--- src/verilog/opmode_map.vh ---
/*
  constants of the operating-mode controller: mode codes, timing figures
  and cycle counts at the 40 mhz logic clock.
  assumes inclusion by bare name from the design files.
*/
`ifndef OPMODE_MAP_VH
`define OPMODE_MAP_VH
// logic clock rate in kHz
`define CLK_KHZ 40000
// sleep entry margin after cross conduction, in ns
`define SLEEP_MARGIN_NS 3000
`define SLEEP_MARGIN_CYC ((`SLEEP_MARGIN_NS * `CLK_KHZ + 999999) / 1000000)
// activate low filter time, in ns (longest time, rounds down)
`define ACT_FILT_NS 8000
`define ACT_FILT_CYC ((`ACT_FILT_NS * `CLK_KHZ) / 1000000)
// spi setup delay after activate rises, in ns (choice)
`define SETUP_NS 10000
`define SETUP_CYC ((`SETUP_NS * `CLK_KHZ + 999999) / 1000000)
// frame kinds on frame_kind
`define FK_READ 2'h0
`define FK_WRITE 2'h1
`define FK_CLEAR 2'h2
// mode codes on mode output
`define MODE_SLEEP 3'h1
`define MODE_NORMAL 3'h2
`define MODE_FAILSAFE 3'h4
// reset values
`define CTRL_RESET 16'h0000
`define SENSE_RESET 8'h00
`endif

--- src/verilog/event_timer.v ---
/*
  down counter loaded with a cycle count, flags done when it reaches zero.
  assumes one clock and a synchronous active low reset.
*/
`timescale 1ns/100ps
module event_timer #(
  parameter W = 16
) (
  // clock and reset
  input wire clk_sys,
  input wire nrst,
  // control
  input wire load,
  input wire [W-1:0] count,
  input wire run,
  // status
  output reg done
);
  reg [W-1:0] cnt; // remaining cycles

  // load wins over counting; done holds while idle at zero
  always @(posedge clk_sys) begin
    if (!nrst) begin
      cnt <= {W{1'b0}};
      done <= 1'b0;
    end else if (load) begin
      cnt <= count;
      done <= 1'b0;
    end else if (run && cnt != {W{1'b0}}) begin
      cnt <= cnt - {{(W-1){1'b0}}, 1'b1};
      done <= (cnt == {{(W-1){1'b0}}, 1'b1});
    end
  end
endmodule

--- src/verilog/operating_mode_controller.v ---
/*
  operating-mode controller: sleep, normal and fail safe modes of a gate
  driver, exit sequence checking, control register freeze and status flags.
  assumes an spi front end that delivers decoded frames as one-cycle
  strobes on clk_sys, and an activate pin from outside the clock domain.
*/
`timescale 1ns/100ps
`include "opmode_map.vh"
// Contract
// - normal only after activate high and setup
// - normal mode enables drivers, accepts configuration
// - activate low delays sleep, active turn-off
// - sleep resets every register
// - sleep enables gate pull-down paths
// - short activate low pulse is filtered
// - frames ignored during sleep-entry delay
// - watchdog error: failsafe flag, active discharge
// - then passive discharge, latched off, pump off
// - failsafe freezes control except toggle, sense
// - failsafe discards other writes, sets error
// - failsafe clear keeps failure flags
// - reads before exit sequence raise no error
// - stray frame during sequence restarts it
// - pump undervoltage set; clear again afterwards
// - state kept across battery supply drops
// - reset reported by por flag zero
// - status clear sets por flag to one
module operating_mode_controller #(
  parameter CCT_W = 12
) (
  // clock and reset
  input wire clk_sys,
  input wire nrst,
  // activate pin, asynchronous
  input wire activate_pin,
  // supplies in range
  input wire battery_ok,
  input wire logic_supply_ok,
  // cross conduction time of active bridges, in cycles
  input wire [CCT_W-1:0] cross_conduction_time,
  // decoded spi frame strobe
  input wire frame_valid,
  input wire [1:0] frame_kind,
  input wire frame_is_toggle,
  input wire frame_toggle_value,
  input wire frame_is_status,
  input wire frame_is_sense,
  input wire [15:0] frame_ctrl_data,
  input wire [7:0] frame_sense_data,
  // watchdog error pulse and pump undervoltage event
  input wire watchdog_error,
  input wire pump_uv_event,
  // mode and driver controls
  output reg [2:0] mode,
  output reg drivers_enable,
  output reg active_discharge,
  output reg passive_discharge,
  output reg gate_pulldown_resistor,
  output reg pump_enable,
  output reg regulator_enable,
  output reg frames_accepted,
  // register contents and flags
  output reg [15:0] general_control_one,
  output reg watchdog_toggle_bit,
  output reg [7:0] sense_config,
  output reg failsafe_flag,
  output reg serial_error_flag,
  output reg pump_undervoltage_flag,
  output reg power_on_reset_n_flag
);
  // integer figures first, then cut to the counter width on purpose
  localparam integer MARGIN_N = `SLEEP_MARGIN_CYC;
  localparam integer FILT_N = `ACT_FILT_CYC;
  localparam integer SETUP_N = `SETUP_CYC;
  localparam [CCT_W-1:0] MARGIN = MARGIN_N[CCT_W-1:0];
  localparam [CCT_W-1:0] FILT = FILT_N[CCT_W-1:0];
  localparam [CCT_W-1:0] SETUP = SETUP_N[CCT_W-1:0];
  // one-hot states
  localparam [5:0] S_SLEEP = 6'h01;
  localparam [5:0] S_SETUP = 6'h02;
  localparam [5:0] S_NORMAL = 6'h04;
  localparam [5:0] S_DELAY = 6'h08;
  localparam [5:0] S_FS_ACT = 6'h10;
  localparam [5:0] S_FS_PAS = 6'h20;
  // exit sequence progress
  localparam [1:0] X_IDLE = 2'h0;
  localparam [1:0] X_CLR = 2'h1;
  localparam [1:0] X_ONE = 2'h2;

  reg act_meta; // first sync stage, read only by act_sync
  reg act_sync;
  reg [5:0] state;
  reg [5:0] next_state;
  reg [CCT_W-1:0] low_cnt; // filter counter
  reg act_filt; // filtered activate level
  reg [1:0] exit_step;
  reg tmr_load;
  reg [CCT_W-1:0] tmr_count;
  wire tmr_done;
  wire in_fs;
  wire wr_ok;

  // two flop synchroniser for the pin
  always @(posedge clk_sys) begin
    if (!nrst) begin
      act_meta <= 1'b0;
      act_sync <= 1'b0;
    end else begin
      act_meta <= activate_pin;
      act_sync <= act_meta;
    end
  end

  // glitch filter: low must last the filter time to count
  always @(posedge clk_sys) begin
    if (!nrst) begin
      low_cnt <= {CCT_W{1'b0}};
      act_filt <= 1'b0;
    end else if (act_sync) begin
      low_cnt <= {CCT_W{1'b0}};
      act_filt <= 1'b1;
    end else if (low_cnt >= FILT - 1'b1) begin
      act_filt <= 1'b0;
    end else begin
      low_cnt <= low_cnt + 1'b1;
    end
  end

  event_timer #(.W(CCT_W)) u_timer (
    .clk_sys(clk_sys),
    .nrst(nrst),
    .load(tmr_load),
    .count(tmr_count),
    .run(1'b1),
    .done(tmr_done)
  );

  assign in_fs = (state == S_FS_ACT) || (state == S_FS_PAS);
  // writes accepted only in normal mode with frames open
  assign wr_ok = frame_valid && (state == S_NORMAL);

  // mode transitions and timer loads
  always @* begin
    next_state = state;
    tmr_load = 1'b0;
    tmr_count = {CCT_W{1'b0}};
    case (state)
      S_SLEEP: begin
        if (act_filt) begin
          next_state = S_SETUP;
          tmr_load = 1'b1;
          tmr_count = SETUP;
        end
      end
      S_SETUP: begin
        if (!act_filt) begin
          next_state = S_SLEEP;
        end else if (tmr_done) begin
          next_state = S_NORMAL;
        end
      end
      S_NORMAL: begin
        if (!act_filt) begin
          next_state = S_DELAY;
          tmr_load = 1'b1;
          tmr_count = cross_conduction_time + MARGIN;
        end else if (watchdog_error) begin
          next_state = S_FS_ACT;
          tmr_load = 1'b1;
          tmr_count = cross_conduction_time;
        end
      end
      S_DELAY: begin
        if (tmr_done) begin
          next_state = S_SLEEP;
        end
      end
      S_FS_ACT: begin
        if (!act_filt) begin
          next_state = S_DELAY;
          tmr_load = 1'b1;
          tmr_count = cross_conduction_time + MARGIN;
        end else if (tmr_done) begin
          next_state = S_FS_PAS;
        end
      end
      S_FS_PAS: begin
        if (!act_filt) begin
          next_state = S_DELAY;
          tmr_load = 1'b1;
          tmr_count = MARGIN;
        end else if (frame_valid && exit_step == X_ONE && frame_kind == `FK_WRITE &&
                     frame_is_toggle && !frame_toggle_value) begin
          next_state = S_NORMAL;
        end
      end
      default: next_state = S_SLEEP;
    endcase
  end

  // state register; logic reset only via nrst, never battery loss
  always @(posedge clk_sys) begin
    if (!nrst) begin
      state <= S_SLEEP;
    end else begin
      state <= next_state;
    end
  end

  // exit sequence tracker in passive fail safe
  always @(posedge clk_sys) begin
    if (!nrst || state != S_FS_PAS) begin
      exit_step <= X_IDLE;
    end else if (frame_valid) begin
      if (frame_kind == `FK_CLEAR && frame_is_status) begin
        exit_step <= X_CLR;
      end else if (exit_step == X_CLR && frame_kind == `FK_WRITE &&
                   frame_is_toggle && frame_toggle_value) begin
        exit_step <= X_ONE;
      end else if (exit_step != X_IDLE) begin
        exit_step <= X_IDLE;
      end
    end
  end

  // registers and flags; sleep returns everything to reset values
  always @(posedge clk_sys) begin
    if (!nrst || state == S_SLEEP) begin
      general_control_one <= `CTRL_RESET;
      watchdog_toggle_bit <= 1'b0;
      sense_config <= `SENSE_RESET;
      failsafe_flag <= 1'b0;
      serial_error_flag <= 1'b0;
      pump_undervoltage_flag <= 1'b0;
      power_on_reset_n_flag <= 1'b0;
    end else begin
      if (in_fs) begin
        general_control_one <= `CTRL_RESET;
      end else if (wr_ok && frame_kind == `FK_WRITE && !frame_is_toggle &&
                   !frame_is_sense) begin
        general_control_one <= frame_ctrl_data;
      end
      // toggle and sense fields stay writable in fail safe
      if ((wr_ok || (in_fs && frame_valid)) && frame_kind == `FK_WRITE) begin
        if (frame_is_toggle) begin
          watchdog_toggle_bit <= frame_toggle_value;
        end
        if (frame_is_sense) begin
          sense_config <= frame_sense_data;
        end
      end
      // status clear: failure flags kept in fail safe; events win
      // clears only count where frames are taken: not in setup or sleep entry
      if (frame_valid && (in_fs || state == S_NORMAL) && frame_kind == `FK_CLEAR &&
          frame_is_status) begin
        power_on_reset_n_flag <= 1'b1;
        if (!in_fs) begin
          serial_error_flag <= 1'b0;
          failsafe_flag <= 1'b0;
          if (!pump_uv_event) begin
            pump_undervoltage_flag <= 1'b0;
          end
        end
      end
      if (state == S_FS_ACT || state == S_FS_PAS) begin
        failsafe_flag <= 1'b1;
        pump_undervoltage_flag <= 1'b1;
      end else if (pump_uv_event) begin
        pump_undervoltage_flag <= 1'b1;
      end
      // discarded write or clear in fail safe flags an error
      if (in_fs && frame_valid &&
          ((frame_kind == `FK_WRITE && !frame_is_toggle && !frame_is_sense) ||
           (frame_kind == `FK_CLEAR && !frame_is_status))) begin
        serial_error_flag <= 1'b1;
      end else if (in_fs && frame_valid && frame_kind == `FK_READ && exit_step != X_IDLE) begin
        serial_error_flag <= 1'b1;
      end
    end
  end

  // driver controls registered from next_state
  always @(posedge clk_sys) begin
    if (!nrst) begin
      mode <= `MODE_SLEEP;
      drivers_enable <= 1'b0;
      active_discharge <= 1'b0;
      passive_discharge <= 1'b1;
      gate_pulldown_resistor <= 1'b1;
      pump_enable <= 1'b0;
      regulator_enable <= 1'b0;
      frames_accepted <= 1'b0;
    end else begin
      // sleep entry delay keeps the mode it came from; sleep starts after it
      mode <= (next_state == S_DELAY) ? mode :
              (next_state == S_NORMAL) ? `MODE_NORMAL :
              ((next_state == S_FS_ACT || next_state == S_FS_PAS) ? `MODE_FAILSAFE :
              `MODE_SLEEP);
      // pump undervoltage keeps drivers off until a clear
      drivers_enable <= (next_state == S_NORMAL) && battery_ok && logic_supply_ok &&
                        !pump_undervoltage_flag;
      active_discharge <= (next_state == S_DELAY) || (next_state == S_FS_ACT);
      passive_discharge <= (next_state == S_FS_PAS) || (next_state == S_SLEEP);
      gate_pulldown_resistor <= (next_state == S_SLEEP);
      pump_enable <= (next_state == S_NORMAL) || (next_state == S_SETUP);
      regulator_enable <= (next_state != S_SLEEP);
      frames_accepted <= (next_state != S_DELAY) && (next_state != S_SLEEP) &&
                         (next_state != S_SETUP);
    end
  end
endmodule

--- config.mk ---
export PLATFORM = sky130hd
export DESIGN_NAME = operating_mode_controller
export DESIGN_NICKNAME = d
export VERILOG_FILES = /design/src/verilog/event_timer.v /design/src/verilog/operating_mode_controller.v
export VERILOG_INCLUDE_DIRS = /design/src /design/src/verilog
export SDC_FILE = /design/constraint.sdc
export NUM_CORES = 1
export LEC_CHECK = 0
export ABC_AREA = 1
export BUFFER_PORTS_ARGS = -buffer_cell sky130_fd_sc_hd__clkbuf_2
export CAP_MARGIN = 25
export CORE_UTILIZATION = 59
export CTS_BUF_LIST = sky130_fd_sc_hd__clkbuf_16
export DETAILED_ROUTE_END_ITERATION = 8
export GPL_TIMING_DRIVEN = 0
export PLACE_DENSITY = 0.83
export SLEW_MARGIN = 10
export SYNTH_ARGS = -nofsm -noshare
export SYNTH_HDL_FRONTEND = slang
export SYNTH_SLANG_ARGS = --single-unit
--- constraint.sdc ---
create_clock -name clk_sys -period 2.7 [get_ports clk_sys]
set_input_delay 0.135 -clock clk_sys [delete_from_list [all_inputs] [get_ports clk_sys]]
set_output_delay 0.135 -clock clk_sys [all_outputs]
set_load 0.1 [all_outputs]
==> impl_metrics.csv <==
group,metric,value,unit
clocking,post_cts_resized,0,
placed_design,io_buffers,87,
yosys,synth_warnings,0,
critical_path,cp_cell_sequence,"ha_1 -> and3_1 -> buf_2 -> nand4_2 -> nand2_2 -> inv_1 -> nor2_1 -> nor2_1",
timing,worstMarginPinSlew,0.558,ns
layout,layout.nets,762,
layout,area_delta_synth_final,20.4,%
layout,layout_commonest_cell,"nand2_1",
timing,slew_violations,0,
timing,min_period_over_period,67.1,%
timing,rsz0062_at_grt,"no",
yosys,syn-num-nets,663,
layout,multi_input_area,2210,um^2
critical_path,path_delay_family,"simple AND/OR/NAND/NOR gates",
yosys,netlist_instances,609,
routing,drc,0,
clocking,clk_pin_slew,0.06,ns
routing,wl_per_cell,13.6,um
routing,ant_nets,0,
yosys,synth_cell_type_count,38,
global_routing,grt_pass1_vias,3797,
clocking,clockRootBuffer,"clkbuf_16",
timing,max_freq,552,MHz
routing,num_vias,4270,
timing,slew_headroom,63.0,%
placed_design,dp_hpwl,7720,um
floorplan,die-area,7300,um^2
yosys,syn_area,4110,um^2
yosys,synth_edf_count,0,
critical_path,start_kind,"flop",
critical_path,arrival,2.04,ns
timing,worst_slack,0.888,ns
clocking,cts_max_path_buffers,2,
routing,vias_per_cell,5.39,
critical_path,crit_required,2.92,ns
global_routing,grt_max_degree,14,
routing,finalWirelength,10700,um
clocking,cts.sinks,75,
clocking,cts_made_buffers,9,
pwr,finalPower,3.43,mW
clocking,clock_latency,0.33,ns
critical_path,cp-end-kind,"flop",
floorplan,rows,30,
yosys,synth_seq_cells,75,
critical_path,crit_slowest_cell,"dfxtp_1",
critical_path,path_class,"flop to flop",
clocking,htreeDepth,3,
clocking,cts_tree,"done",
layout,drive_gt1_share,21.9,%
yosys,async_flop_share,0,%
critical_path,cp_max_fo,10,
placed_design,dp_slack,0.939,ns
yosys,seq_area_frac_synth,36.5,%
yosys,syn_avg_cell_area,6.75,um^2
routing,first_iter_violations,323,
placed_design,place_congestion,0.937,
job,maxCapViolCount,0,
status,status,"completed",
layout,diodes,0,
layout,final_core_util,73.2,%
global_routing,antenna_found_initial,0,
layout,layout.area.seq,1500,um^2
floorplan,num_io_pins,89,
min_path,hp-class,"input pin to flop",
routing,dr.pass1.iters,5,
global_routing,grt_pass1_wl,17400,um
timing,finalSetupTns,0,ns
critical_path,slowest_delay,0.36,ns
floorplan,core_area,6760,um^2
layout,fillers,587,
global_routing,overflow,0,
placed_design,place_area,4650,um^2
floorplan,start_util,60.8,%
critical_path,cp.buffers_inverters,2,
pwr,p_leak,2.35,nW
layout,fin_area,4950,um^2
timing,min_period,1.81,ns
pwr,p_per_area,694,nW/um^2
floorplan,die_h,85.5,um
timing,hold_violations,0,
pwr,ir_drop,0.000474,V
floorplan,dieWidth,85.5,um
global_routing,track_usage,30.2,%
layout,mostFrequentLayoutCells,"163 x nand2_1, 87 x clkbuf_2, 82 x nor2_1",
timing,fin_worst_skew,0.00568,ns
critical_path,path_common_cell,"nor2_1",
timing,setup_violations,0,
yosys,synth_flop_cell,"dfxtp_1",
repair_timing:
item	in CTS	in global routing
buffers inserted	0	0
hold buffers	1	0
hold endpoints to repair	1	0
metrics by stage:
stage | hold WS (ns) | instances
after floorplan | 0.233 | 609
after global placement | 0.345 | 776
after detailed placement | 0.342 | 776
after CTS | 0.0172 | 792
after global routing | 0.0244 | 792
final | 0.0237 | 792
Yosys cell counts (all sizes together), types with 3 or more instances:
library cell  count  area share (%)
a21oi            53             6.5
buf              12             2.2
clkbuf            3            0.52
clkinv            3            0.30
dfxtp            75              37
ha                4             1.2
inv              71             6.5
nand2           171              17
nand3            54             8.3
nand4            25             4.1
nor2             92             9.6
nor3              7            0.85
o21ai            17             2.1
xnor2             3            0.64
xor2              7             1.5
state kept, by name, summed over array words and instances (netlist names), 2 cells and up:
name / count
general_control_one: 16
low_cnt: 12
u_timer.cnt: 12
sense_config: 8
state: 6
mode: 3
exit_step: 2
kinds of logic after synthesis:
| logic type | share of synthesized area (%) |
|---|---|
| AND/OR/NAND/NOR | 40.6 |
| buffers and inverters | 9.59 |
| AO/OA/AOI/OAI | 9.95 |
| flip-flops | 36.5 |
| XOR/XNOR | 2.13 |
| adder cells (fa/ha/maj) | 1.22 |
cell type report:
class | count | area share [%]
buffer | 15 | 2.28
clock buffer | 9 | 4.55
clock inverter | 6 | 1.34
inverter | 74 | 5.69
multi-input combinational | 445 | 44.8
sequential | 75 | 30.3
tap | 80 | 2.02
timing repair buffer | 88 | 9.00
per-layer routing:
layer | up-vias | global-route usage (%) | wire (um)
met4 | 0 | 13.3 | 249
li1 | 2157 | - | -
met2 | 134 | 49.9 | 5130
met1 | 1957 | 38.8 | 4780
met5 | - | 0 | 0
met3 | 22 | 5.35 | 577
worst paths after layout:
| check | start | to | slack [ns] | cells past startpoint |
|---|---|---|---|---|
| hold reg to reg | low_cnt[10]$_SDFFE_PP0N_ | low_cnt[10]$_SDFFE_PP0N_ | 0.43 | 2 |
| setup reg to reg | low_cnt[1]$_SDFFE_PP0N_ | low_cnt[1]$_SDFFE_PP0N_ | 0.89 | 8 |
| hold / removal | frame_ctrl_data[8] | general_control_one[8]$_SDFFE_PP0P_ | 0.02 | 3 |
| setup / recovery | low_cnt[1]$_SDFFE_PP0N_ | low_cnt[1]$_SDFFE_PP0N_ | 0.89 | 8 |
where the power goes:
part,switching [mW],leakage (nW),internal [mW]
clock network,0.470,0.146,0.713
logic,0.635,1.59,0.348
registers,0.0723,0.608,1.20
total,1.18,2.35,2.26
worst reg2reg max path, delay by kind of cell (launching register included):
family / cells / cell delay [ns]
fa+ha+maj: 1 / 0.22
buf+inv: 2 / 0.25
flops: 1 / 0.36
simple gates: 5 / 0.87
Power figures use the tool's default switching activity.
